[src/cwp_pkg.sv]
/*
 * shared constants for the configuration word decode and write protect block.
 * assumes one clock domain and an asynchronous active-low reset.
 */
package cwp_pkg;

	localparam int CWP_WORD_W = 24;
	localparam int CWP_PAGE_W = 8;

	// register offsets on the plain port
	localparam logic [3:0] CWP_OFF_WORD2 = 4'h0;
	localparam logic [3:0] CWP_OFF_WORD3 = 4'h1;
	localparam logic [3:0] CWP_OFF_LOCK  = 4'h2;
	localparam logic [3:0] CWP_OFF_STAT  = 4'h3;

	// word two field positions
	localparam int CWP_POS_ONEWAY  = 4;
	localparam int CWP_POS_RSV_LO  = 2;
	localparam int CWP_POS_OSC_LO  = 0;

	// word three field positions
	localparam int CWP_POS_ENDPG   = 15;
	localparam int CWP_POS_CFGPROT = 14;
	localparam int CWP_POS_SEGDIS  = 13;
	localparam int CWP_POS_ALT_PARALLEL_PIN_MAP  = 12;
	localparam int CWP_POS_PAGE_LO = 0;
	localparam int CWP_POS_UNIMP   = 16;

	localparam logic [CWP_WORD_W-1:0] CWP_ERASED     = 24'hffffff;
	localparam logic [CWP_WORD_W-1:0] CWP_W3_IMPMASK = 24'h00ffff;

	// unlock key pair written to the lock register
	localparam logic [15:0] CWP_KEY1 = 16'h0046;
	localparam logic [15:0] CWP_KEY2 = 16'h0057;
	localparam logic [15:0] CWP_LOCK_CMD_SET = 16'h0001;
	localparam logic [15:0] CWP_LOCK_CMD_CLR = 16'h0000;

	typedef enum logic [1:0] {
		CWP_OSC_EXT  = 2'b00,
		CWP_OSC_STD  = 2'b01,
		CWP_OSC_HS   = 2'b10,
		CWP_OSC_OFF  = 2'b11
	} cwp_osc_type;

	typedef enum logic [1:0] {
		CWP_UL_IDLE = 2'b00,
		CWP_UL_KEY1 = 2'b01,
		CWP_UL_OPEN = 2'b10
	} cwp_unlock_type;

endpackage

[src/cwp_cfg_if.sv]
/*
 * carries latched configuration fields between the top and its helpers.
 * assumes the top drives all fields from registers.
 */
interface cwp_cfg_if;
	logic                           oneWay;
	logic                           endPage;
	logic                           cfgProtect;
	logic                           segDisable;
	logic [cwp_pkg::CWP_PAGE_W-1:0] boundPage;
	modport src  (output oneWay, endPage, cfgProtect, segDisable, boundPage);
	modport sink (input oneWay, endPage, cfgProtect, segDisable, boundPage);
endinterface

[src/cwp_prot_check.sv]
/*
 * combinational write-protect check for one flash page.
 * assumes the page number and last-page number come from the top.
 */
module cwp_prot_check #(
	parameter int PAGE_W = 8
) (
	cwp_cfg_if.sink          cfg,
	input  wire logic [PAGE_W-1:0] page,
	input  wire logic [PAGE_W-1:0] lastPage,
	output logic             isProt
);
	logic inSeg;
	logic cfgPage;

	// segment membership and config page protection
	always_comb begin
		cfgPage = (page == lastPage);
		if (cfg.endPage)
			inSeg = (page >= cfg.boundPage);
		else
			inSeg = (page <= cfg.boundPage);
		if (cfg.segDisable) begin
			isProt = 1'b0;
		end else if (cfgPage) begin
			isProt = !cfg.cfgProtect || cfg.endPage || (cfg.boundPage == lastPage) || inSeg;
		end else begin
			isProt = inSeg;
		end
	end
endmodule // cwp_prot_check

[src/cwp_osc_decode.sv]
/*
 * decodes the two-bit primary oscillator field into one-hot selects.
 * assumes the field is already latched.
 */
module cwp_osc_decode (
	input  wire logic [1:0] mode,
	output logic            oscOff,
	output logic            oscHs,
	output logic            oscStd,
	output logic            oscExt
);
	// one select per encoding
	always_comb begin
		oscOff = 1'b0;
		oscHs  = 1'b0;
		oscStd = 1'b0;
		oscExt = 1'b0;
		case (cwp_pkg::cwp_osc_type'(mode))
			cwp_pkg::CWP_OSC_OFF: oscOff = 1'b1;
			cwp_pkg::CWP_OSC_HS:  oscHs  = 1'b1;
			cwp_pkg::CWP_OSC_STD: oscStd = 1'b1;
			default:              oscExt = 1'b1;
		endcase
	end
endmodule // cwp_osc_decode

[src/cwp_config_word_write_protect.sv]
/*
 * configuration word store, decode, pin-select lock and flash write gate.
 * assumes a programmer port for one-time word programming and a plain
 * register port for software; all inputs synchronous to core_clk.
 */
// Added by the designer: the strobed register port and the address map.
module cwp_config_word_write_protect #(
	parameter logic [7:0] LAST_PAGE = 8'hff
) (
	input  wire logic        core_clk,
	input  wire logic        rstn,
	// programmer port
	input  wire logic        progWrite,
	input  wire logic        progSel,
	input  wire logic [23:0] progData,
	// software register port
	input  wire logic [3:0]  regAddr,
	input  wire logic [15:0] regWdata,
	input  wire logic        regWrite,
	input  wire logic        regRead,
	output logic      [23:0] regRdata,
	// flash write path
	input  wire logic        flashWrReq,
	input  wire logic [7:0]  flashWrPage,
	output logic             flashWrOk,
	output logic             flashWrBlocked,
	// pin-select register write path
	input  wire logic        ppsWrReq,
	output logic             ppsWrOk,
	output logic             pinSelectLock,
	// decoded controls
	output logic             oscOff,
	output logic             oscHs,
	output logic             oscStd,
	output logic             oscExt,
	output logic             pmpDefaultMap
);
	//////////////////////////////////////////////////////////////////////////
	// one-time store: bits can only go from one to zero
	// erased flash content at power-up, never touched by reset
	logic [23:0] word2Reg = cwp_pkg::CWP_ERASED;
	logic [23:0] word3Reg = cwp_pkg::CWP_ERASED;
	logic [23:0] word2Next;
	logic [23:0] word3Next;
	logic        cfgPageProt;

	always_comb begin
		word2Next = word2Reg;
		word3Next = word3Reg;
		if (progWrite && !progSel)
			word2Next = word2Reg & progData;
		else if (progWrite && progSel && !cfgPageProt)
			word3Next = word3Reg & (progData | ~cwp_pkg::CWP_W3_IMPMASK);
	end

	// the store models flash: it survives reset, so it only clears bits
	always_ff @(posedge core_clk) begin
		word2Reg <= word2Next;
		word3Reg <= word3Next;
	end

	//////////////////////////////////////////////////////////////////////////
	// fields latched once per reset release
	logic       latchedReg, latchedNext;
	logic [23:0] lw2Reg, lw2Next;
	logic [23:0] lw3Reg, lw3Next;

	always_comb begin
		latchedNext = 1'b1;
		lw2Next     = latchedReg ? lw2Reg : word2Reg;
		lw3Next     = latchedReg ? lw3Reg : word3Reg;
	end

	always_ff @(posedge core_clk or negedge rstn) begin
		if (!rstn) begin
			latchedReg <= 1'b0;
			lw2Reg     <= cwp_pkg::CWP_ERASED;
			lw3Reg     <= cwp_pkg::CWP_ERASED;
		end else begin
			latchedReg <= latchedNext;
			lw2Reg     <= lw2Next;
			lw3Reg     <= lw3Next;
		end
	end

	cwp_cfg_if cfg();
	assign cfg.oneWay     = lw2Reg[cwp_pkg::CWP_POS_ONEWAY];
	assign cfg.endPage    = lw3Reg[cwp_pkg::CWP_POS_ENDPG];
	assign cfg.cfgProtect = lw3Reg[cwp_pkg::CWP_POS_CFGPROT];
	assign cfg.segDisable = lw3Reg[cwp_pkg::CWP_POS_SEGDIS];
	assign cfg.boundPage  = lw3Reg[cwp_pkg::CWP_POS_PAGE_LO +: cwp_pkg::CWP_PAGE_W];
	assign pmpDefaultMap  = lw3Reg[cwp_pkg::CWP_POS_ALT_PARALLEL_PIN_MAP];

	//////////////////////////////////////////////////////////////////////////
	// protection checks
	logic pageProt;

	cwp_prot_check #(.PAGE_W(cwp_pkg::CWP_PAGE_W)) uPageChk (
		.cfg      (cfg),
		.page     (flashWrPage),
		.lastPage (LAST_PAGE),
		.isProt   (pageProt)
	);

	cwp_prot_check #(.PAGE_W(cwp_pkg::CWP_PAGE_W)) uCfgChk (
		.cfg      (cfg),
		.page     (LAST_PAGE),
		.lastPage (LAST_PAGE),
		.isProt   (cfgPageProt)
	);

	// gate held off until fields are latched, nothing is trusted before
	always_comb begin
		flashWrOk      = flashWrReq && latchedReg && !pageProt;
		flashWrBlocked = flashWrReq && (!latchedReg || pageProt);
	end

	cwp_osc_decode uOsc (
		.mode   (lw2Reg[cwp_pkg::CWP_POS_OSC_LO +: 2]),
		.oscOff (oscOff),
		.oscHs  (oscHs),
		.oscStd (oscStd),
		.oscExt (oscExt)
	);

	//////////////////////////////////////////////////////////////////////////
	// unlock sequence and pin-select lock
	cwp_pkg::cwp_unlock_type ulReg, ulNext;
	logic lockReg, lockNext;
	logic lockUsedReg, lockUsedNext;
	logic lockWr;

	always_comb begin
		lockWr       = regWrite && (regAddr == cwp_pkg::CWP_OFF_LOCK);
		ulNext       = ulReg;
		lockNext     = lockReg;
		lockUsedNext = lockUsedReg;
		case (ulReg)
			cwp_pkg::CWP_UL_IDLE: begin
				if (lockWr && regWdata == cwp_pkg::CWP_KEY1)
					ulNext = cwp_pkg::CWP_UL_KEY1;
			end
			cwp_pkg::CWP_UL_KEY1: begin
				if (lockWr && regWdata == cwp_pkg::CWP_KEY2)
					ulNext = cwp_pkg::CWP_UL_OPEN;
				else if (lockWr)
					ulNext = cwp_pkg::CWP_UL_IDLE;
			end
			cwp_pkg::CWP_UL_OPEN: begin
				if (lockWr) begin
					ulNext = cwp_pkg::CWP_UL_IDLE;
					if (regWdata == cwp_pkg::CWP_LOCK_CMD_SET) begin
						if (!(cfg.oneWay && lockUsedReg)) begin
							lockNext     = 1'b1;
							lockUsedNext = 1'b1;
						end
					end else if (regWdata == cwp_pkg::CWP_LOCK_CMD_CLR) begin
						if (!cfg.oneWay)
							lockNext = 1'b0;
					end
				end
			end
			default: ulNext = cwp_pkg::CWP_UL_IDLE;
		endcase
	end

	always_ff @(posedge core_clk or negedge rstn) begin
		if (!rstn) begin
			ulReg       <= cwp_pkg::CWP_UL_IDLE;
			lockReg     <= 1'b0;
			lockUsedReg <= 1'b0;
		end else begin
			ulReg       <= ulNext;
			lockReg     <= lockNext;
			lockUsedReg <= lockUsedNext;
		end
	end

	assign pinSelectLock = lockReg;
	assign ppsWrOk       = ppsWrReq && !lockReg;

	//////////////////////////////////////////////////////////////////////////
	// register read port, data one cycle after the strobe
	logic [23:0] rdReg, rdNext;

	always_comb begin
		rdNext = 24'h000000;
		if (regRead) begin
			if (regAddr == cwp_pkg::CWP_OFF_WORD2)
				rdNext = lw2Reg;
			else if (regAddr == cwp_pkg::CWP_OFF_WORD3)
				rdNext = lw3Reg | ~cwp_pkg::CWP_W3_IMPMASK;
			else if (regAddr == cwp_pkg::CWP_OFF_LOCK)
				rdNext = {22'h000000, lockUsedReg, lockReg};
			else if (regAddr == cwp_pkg::CWP_OFF_STAT)
				rdNext = {21'h000000, cfgPageProt, ulReg};
		end
	end

	always_ff @(posedge core_clk or negedge rstn) begin
		if (!rstn)
			rdReg <= 24'h000000;
		else
			rdReg <= rdNext;
	end

	assign regRdata = rdReg;
endmodule // cwp_config_word_write_protect

[config.mk]
export PLATFORM = sky130hd
export DESIGN_NAME = cwp_config_word_write_protect
export DESIGN_NICKNAME = d
export VERILOG_FILES = /design/src/cwp_pkg.sv /design/src/cwp_cfg_if.sv /design/src/cwp_prot_check.sv /design/src/cwp_osc_decode.sv /design/src/cwp_config_word_write_protect.sv
export SDC_FILE = /design/constraint.sdc
export NUM_CORES = 1
export LEC_CHECK = 0
export BUFFER_PORTS_ARGS = -buffer_cell sky130_fd_sc_hd__clkbuf_2
export CAP_MARGIN = 20
export CORE_ASPECT_RATIO = 1.25
export CORE_MARGIN = 1.5
export CORE_UTILIZATION = 39
export CTS_BUF_LIST = sky130_fd_sc_hd__clkbuf_16
export DETAILED_ROUTE_END_ITERATION = 8
export SLEW_MARGIN = 20
export SYNTH_ARGS = -nofsm -noshare
export SYNTH_HDL_FRONTEND = slang
export SYNTH_SLANG_ARGS = --single-unit
export TNS_END_PERCENT = 30
[constraint.sdc]
create_clock -name core_clk -period 2.5 [get_ports core_clk]
set_clock_uncertainty 0.05 [all_clocks]
set_input_delay 0.125 -clock core_clk [delete_from_list [all_inputs] [get_ports core_clk]]
set_output_delay 0.125 -clock core_clk [all_outputs]
set_load 0.02 [all_outputs]
==> run summary <==
## Clocking
• **Reg clk slew, reported paths** 0.07 ns
• **Clock Tree Root** sky130_fd_sc_hd__clkbuf_16
• **Worst-Skew Late Latency** 0.35 ns
• **total number of clock tree sinks** 109
• **deepest level of the CTS H-tree** 3
• **total clock buffers created by CTS** 9
• **TritonCTS clock tree** yes
• **maximum clock insertion buffer count** 2

## Global route
• **global-route usage over all layers** 16.5%
• **global-route wire length before repair** 15.2 mm
• **pin count of the biggest net entering global routing** 65
• **GR Overflow Total** 0
• **number of global-route vias before repair** 3065
• **initial antenna violation count** 0

## Power
• **leakage** 2.51 nW
• **worst vdd rail ir drop** 0.000274 V
• **share of power burned in registers** 51.5%
• **power per cell area** 693 nW/µm²
• **part of the power in the clock network** 38.3%
• **sw frac** 22.6%
• **switching pwr** 0.901 mW
• **post-layout power** 3.98 mW
• **total internal power** 3.08 mW
• **combinational share of power** 10.2%

## Route
• **mean routed wirelength per cell** 16.1 µm
• **drt total wl** 9.38 mm
• **router iterations before antenna repair** 4
• **DRC viols** 0
• **vias per cell** 4.96
• **number of DRC markers after the initial detailed-route iteration** 66
• **Post-DRT Antenna Nets** 0
• **DR vias** 2894

## Timing
• **final-report hold violation count** 0
• **fraction of the cycle the final worst path needs** 96.0%
• **transition time of the tightest slew-check pin** 0.904 ns
• **minimum clock period** 2.40 ns
• **total setup violations reported at the end of the flow** 0
• **final max-slew violation count** 0
• **RSZ-0062 raised after global routing** yes
• **maximum clock rate** 0.417 GHz
• **Final WS setup** 0.100 ns
• **max-slew headroom at the worst pin** 39.7%

## Synth
• **Syn Std Cell Area** 4540 µm²
• **Netlist cell types** 42
• **proportion of register bits with asynchronous set or reset after synthesis** 63.3%
• **number of enable flip-flop cells after synthesis** 40
• **most used flip-flop cell after synthesis** sky130_fd_sc_hd__edfxtp_1
• **number of synthesis warnings** 0
• **Seq/Total Area, Yosys** 65.7%
• **count of mapped cells out of synthesis** 330
• **per-instance average area after synthesis** 13.7 µm²
• **Yosys reg bits** 109
• **Post-Synthesis Net Count** 398

## Critical path
• **startpoint of the worst-slack reg-to-reg timing path** lw3Reg[4]$_DFFE_PN1N_
• **Worst Reg2Reg Path Length in Cells** 6
• **endpoint kind of the worst setup timing path** primary output
• **type of the worst setup path** register to primary output
• **CP Data Required Time** 2.33 ns
• **endpoint of the worst-slack reg-to-reg timing path** word3Reg[8]$_DFFE_PP_
• **flop2flop setup slack** 0.67 ns
• **maximum fanout count along the critical path** 2
• **arrival time worst endpoint** 2.22 ns
• **Worst setup SP type** register

## Floorplanning
• **horizontal extent of the die** 99.5 µm
• **I/O pin count** 93
• **Die Area** 12300 µm²
• **die outline height** 124 µm
• **FP Rows** 43
• **area inside the core boundary** 11200 µm²
• **Starting Density** 40.5%

## Hold path
• **worst min-delay path category** input port to register
• **Worst Hold Endpoint** word3Reg[2]$_DFFE_PP_
• **worst hold path startpoint** progData[2]
• **worst hold stages** 2

## Job
• **max capacitance violation total** 0

## Place
• **number of buffers inserted by port buffering** 92
• **pre-CTS setup slack** 0.310 ns
• **final estimated routing congestion in global placement** 0.894
• **Placed Cells incl. Taps** 551
• **post-DP HPWL** 6.36 mm

## Cells and area
• **filler-free cell count of the finished design** 584
• **fin util** 51.3%
• **layout overhead on the synthesized area** 26.6%
• **layout net count** 512
• **count of inserted antenna diode cells** 0
• **fill cell count** 969
• **proportion of layout cells with a drive suffix above 1** 42.1%

## Outcome
• **result of the run** finished clean

[power by group through the flow]
stage | Combinational (mW) | Sequential, mW | Clock, mW
2_1_floorplan | 0.202 | 2.08 | 0
3_3_place_gp | 0.343 | 2.09 | 0
3_5_place_dp | 0.354 | 2.09 | 0
4_1_cts | 0.407 | 2.05 | 1.57
5_1_grt | 0.452 | 2.07 | 1.63
6_report | 0.405 | 2.05 | 1.52
[stage by stage]
step	area [µm²]	TNS (ns)	hold slack, ns
floorplan	4540	0	-0.221
global placement	5170	0	0.225
detailed placement	5170	0	0.228
CTS	5730	0	0.00480
global route	5740	-0.00553	0.0148
finish	5740	0	0.0145
[registers in the layout, indices dropped and copies added (netlist names)]
name and flops:
latchedReg 1, lw2Reg 24, lw3Reg 16, word2Reg 24
word3Reg 16, ulReg 2, regRdata 24, pinSelectLock 1
lockUsedReg 1
[placed cells by master (no fill, tap or decap), drive strengths merged, types with 8 or more instances in the layout]
| cell type | count |
|---|---|
| buf | 16 |
| edfxtp | 40 |
| mux2i | 14 |
| dfrtp | 29 |
| ha | 8 |
| nor2 | 36 |
| clkbuf | 99 |
| and2 | 41 |
| dfstp | 40 |
| dlygate4sd3 | 8 |
| mux2 | 39 |
| nand2 | 8 |
| inv | 12 |
[area by class of cell]
type	count	area, µm²	share of cell area (%)
multi-input cells	200	1580	27.5
clock inverters	7	97.6	1.70
repair buffers	114	657	11.4
inverters	10	37.5	0.653
clock buffers	9	225	3.92
well taps	135	169	2.94
flip-flops and latches	109	2980	51.9
[logic make-up (layout without fill, tap and decap cells)]
group | Yosys count | count (layout) | share of synthesized area, %
AOI/OAI and AO/OA | 18 | 18 | 2.48
adders and majority gates | 8 | 8 | 2.21
buffers and inverters | 21 | 140 | 1.77
DFF | 109 | 109 | 65.7
muxes | 55 | 55 | 13.8
other | 1 | 1 | 0.0827
and+or+nand+nor | 118 | 118 | 14.0
[worst max path at each step]
stage               slack [ns]              to                   from  cells after the start
CTS                      0.005       flashWrOk  lw3Reg[1]$_DFFE_PN1N_                      8
detailed placement        0.31       flashWrOk  lw3Reg[5]$_DFFE_PN1N_                      8
finish                    0.10       flashWrOk  lw3Reg[4]$_DFFE_PN1N_                      8
floorplan                 0.43  flashWrBlocked  lw3Reg[1]$_DFFE_PN1N_                      7
global placement          0.34       flashWrOk  lw3Reg[5]$_DFFE_PN1N_                      8
global route            -0.006       flashWrOk  lw3Reg[5]$_DFFE_PN1N_                      8
[routing by layer]
metal,vias up,part of all wire (%),wire length [µm],GRT usage [%]
li1,1385,-,-,-
met1,1394,42,3910,18.9
met2,94,50,4710,29.1
met3,21,5.2,490,3.98
met4,0,2.8,264,7.66
met5,-,0,0,0
[synth_stat cells, types with 4 or more instances]
cell | instances | share of area [%]
sky130_fd_sc_hd__nor2b_1 | 7 | 0.97
sky130_fd_sc_hd__nor2_1 | 36 | 3.0
sky130_fd_sc_hd__mux2_2 | 10 | 2.5
sky130_fd_sc_hd__a21oi_1 | 5 | 0.55
sky130_fd_sc_hd__inv_1 | 10 | 0.83
sky130_fd_sc_hd__nand4_1 | 7 | 0.97
sky130_fd_sc_hd__clkbuf_1 | 6 | 0.50
sky130_fd_sc_hd__and2_1 | 41 | 5.7
sky130_fd_sc_hd__mux2i_1 | 14 | 3.1
sky130_fd_sc_hd__ha_1 | 8 | 2.2
sky130_fd_sc_hd__mux2_1 | 29 | 7.2
sky130_fd_sc_hd__dfrtp_1 | 29 | 16
sky130_fd_sc_hd__edfxtp_1 | 40 | 26
sky130_fd_sc_hd__dfstp_2 | 40 | 23
sky130_fd_sc_hd__nor3_1 | 4 | 0.44
sky130_fd_sc_hd__nand2_1 | 8 | 0.66
sky130_fd_sc_hd__buf_1 | 4 | 0.33
[critical path, cell delays in order (launching register included)]
cell,delay (ns)
sky130_fd_sc_hd__dfstp_2,0.54
sky130_fd_sc_hd__inv_2,0.04
sky130_fd_sc_hd__ha_4,0.22
sky130_fd_sc_hd__nand4_1,0.11
sky130_fd_sc_hd__o21ai_1,0.09
sky130_fd_sc_hd__or3b_1,0.38
sky130_fd_sc_hd__nor3_2,0.17
sky130_fd_sc_hd__o31a_1,0.18
sky130_fd_sc_hd__clkbuf_8,0.14
[timing repair]
item	CTS	global route
gates resized for setup	11	3
hold endpoints to repair	38	0
hold buffers	8	0
setup buffers	9	0
endpoints found under the setup margin	2	2
pin swaps	6	6
Note: power is estimated with default switching activity, not from simulation.
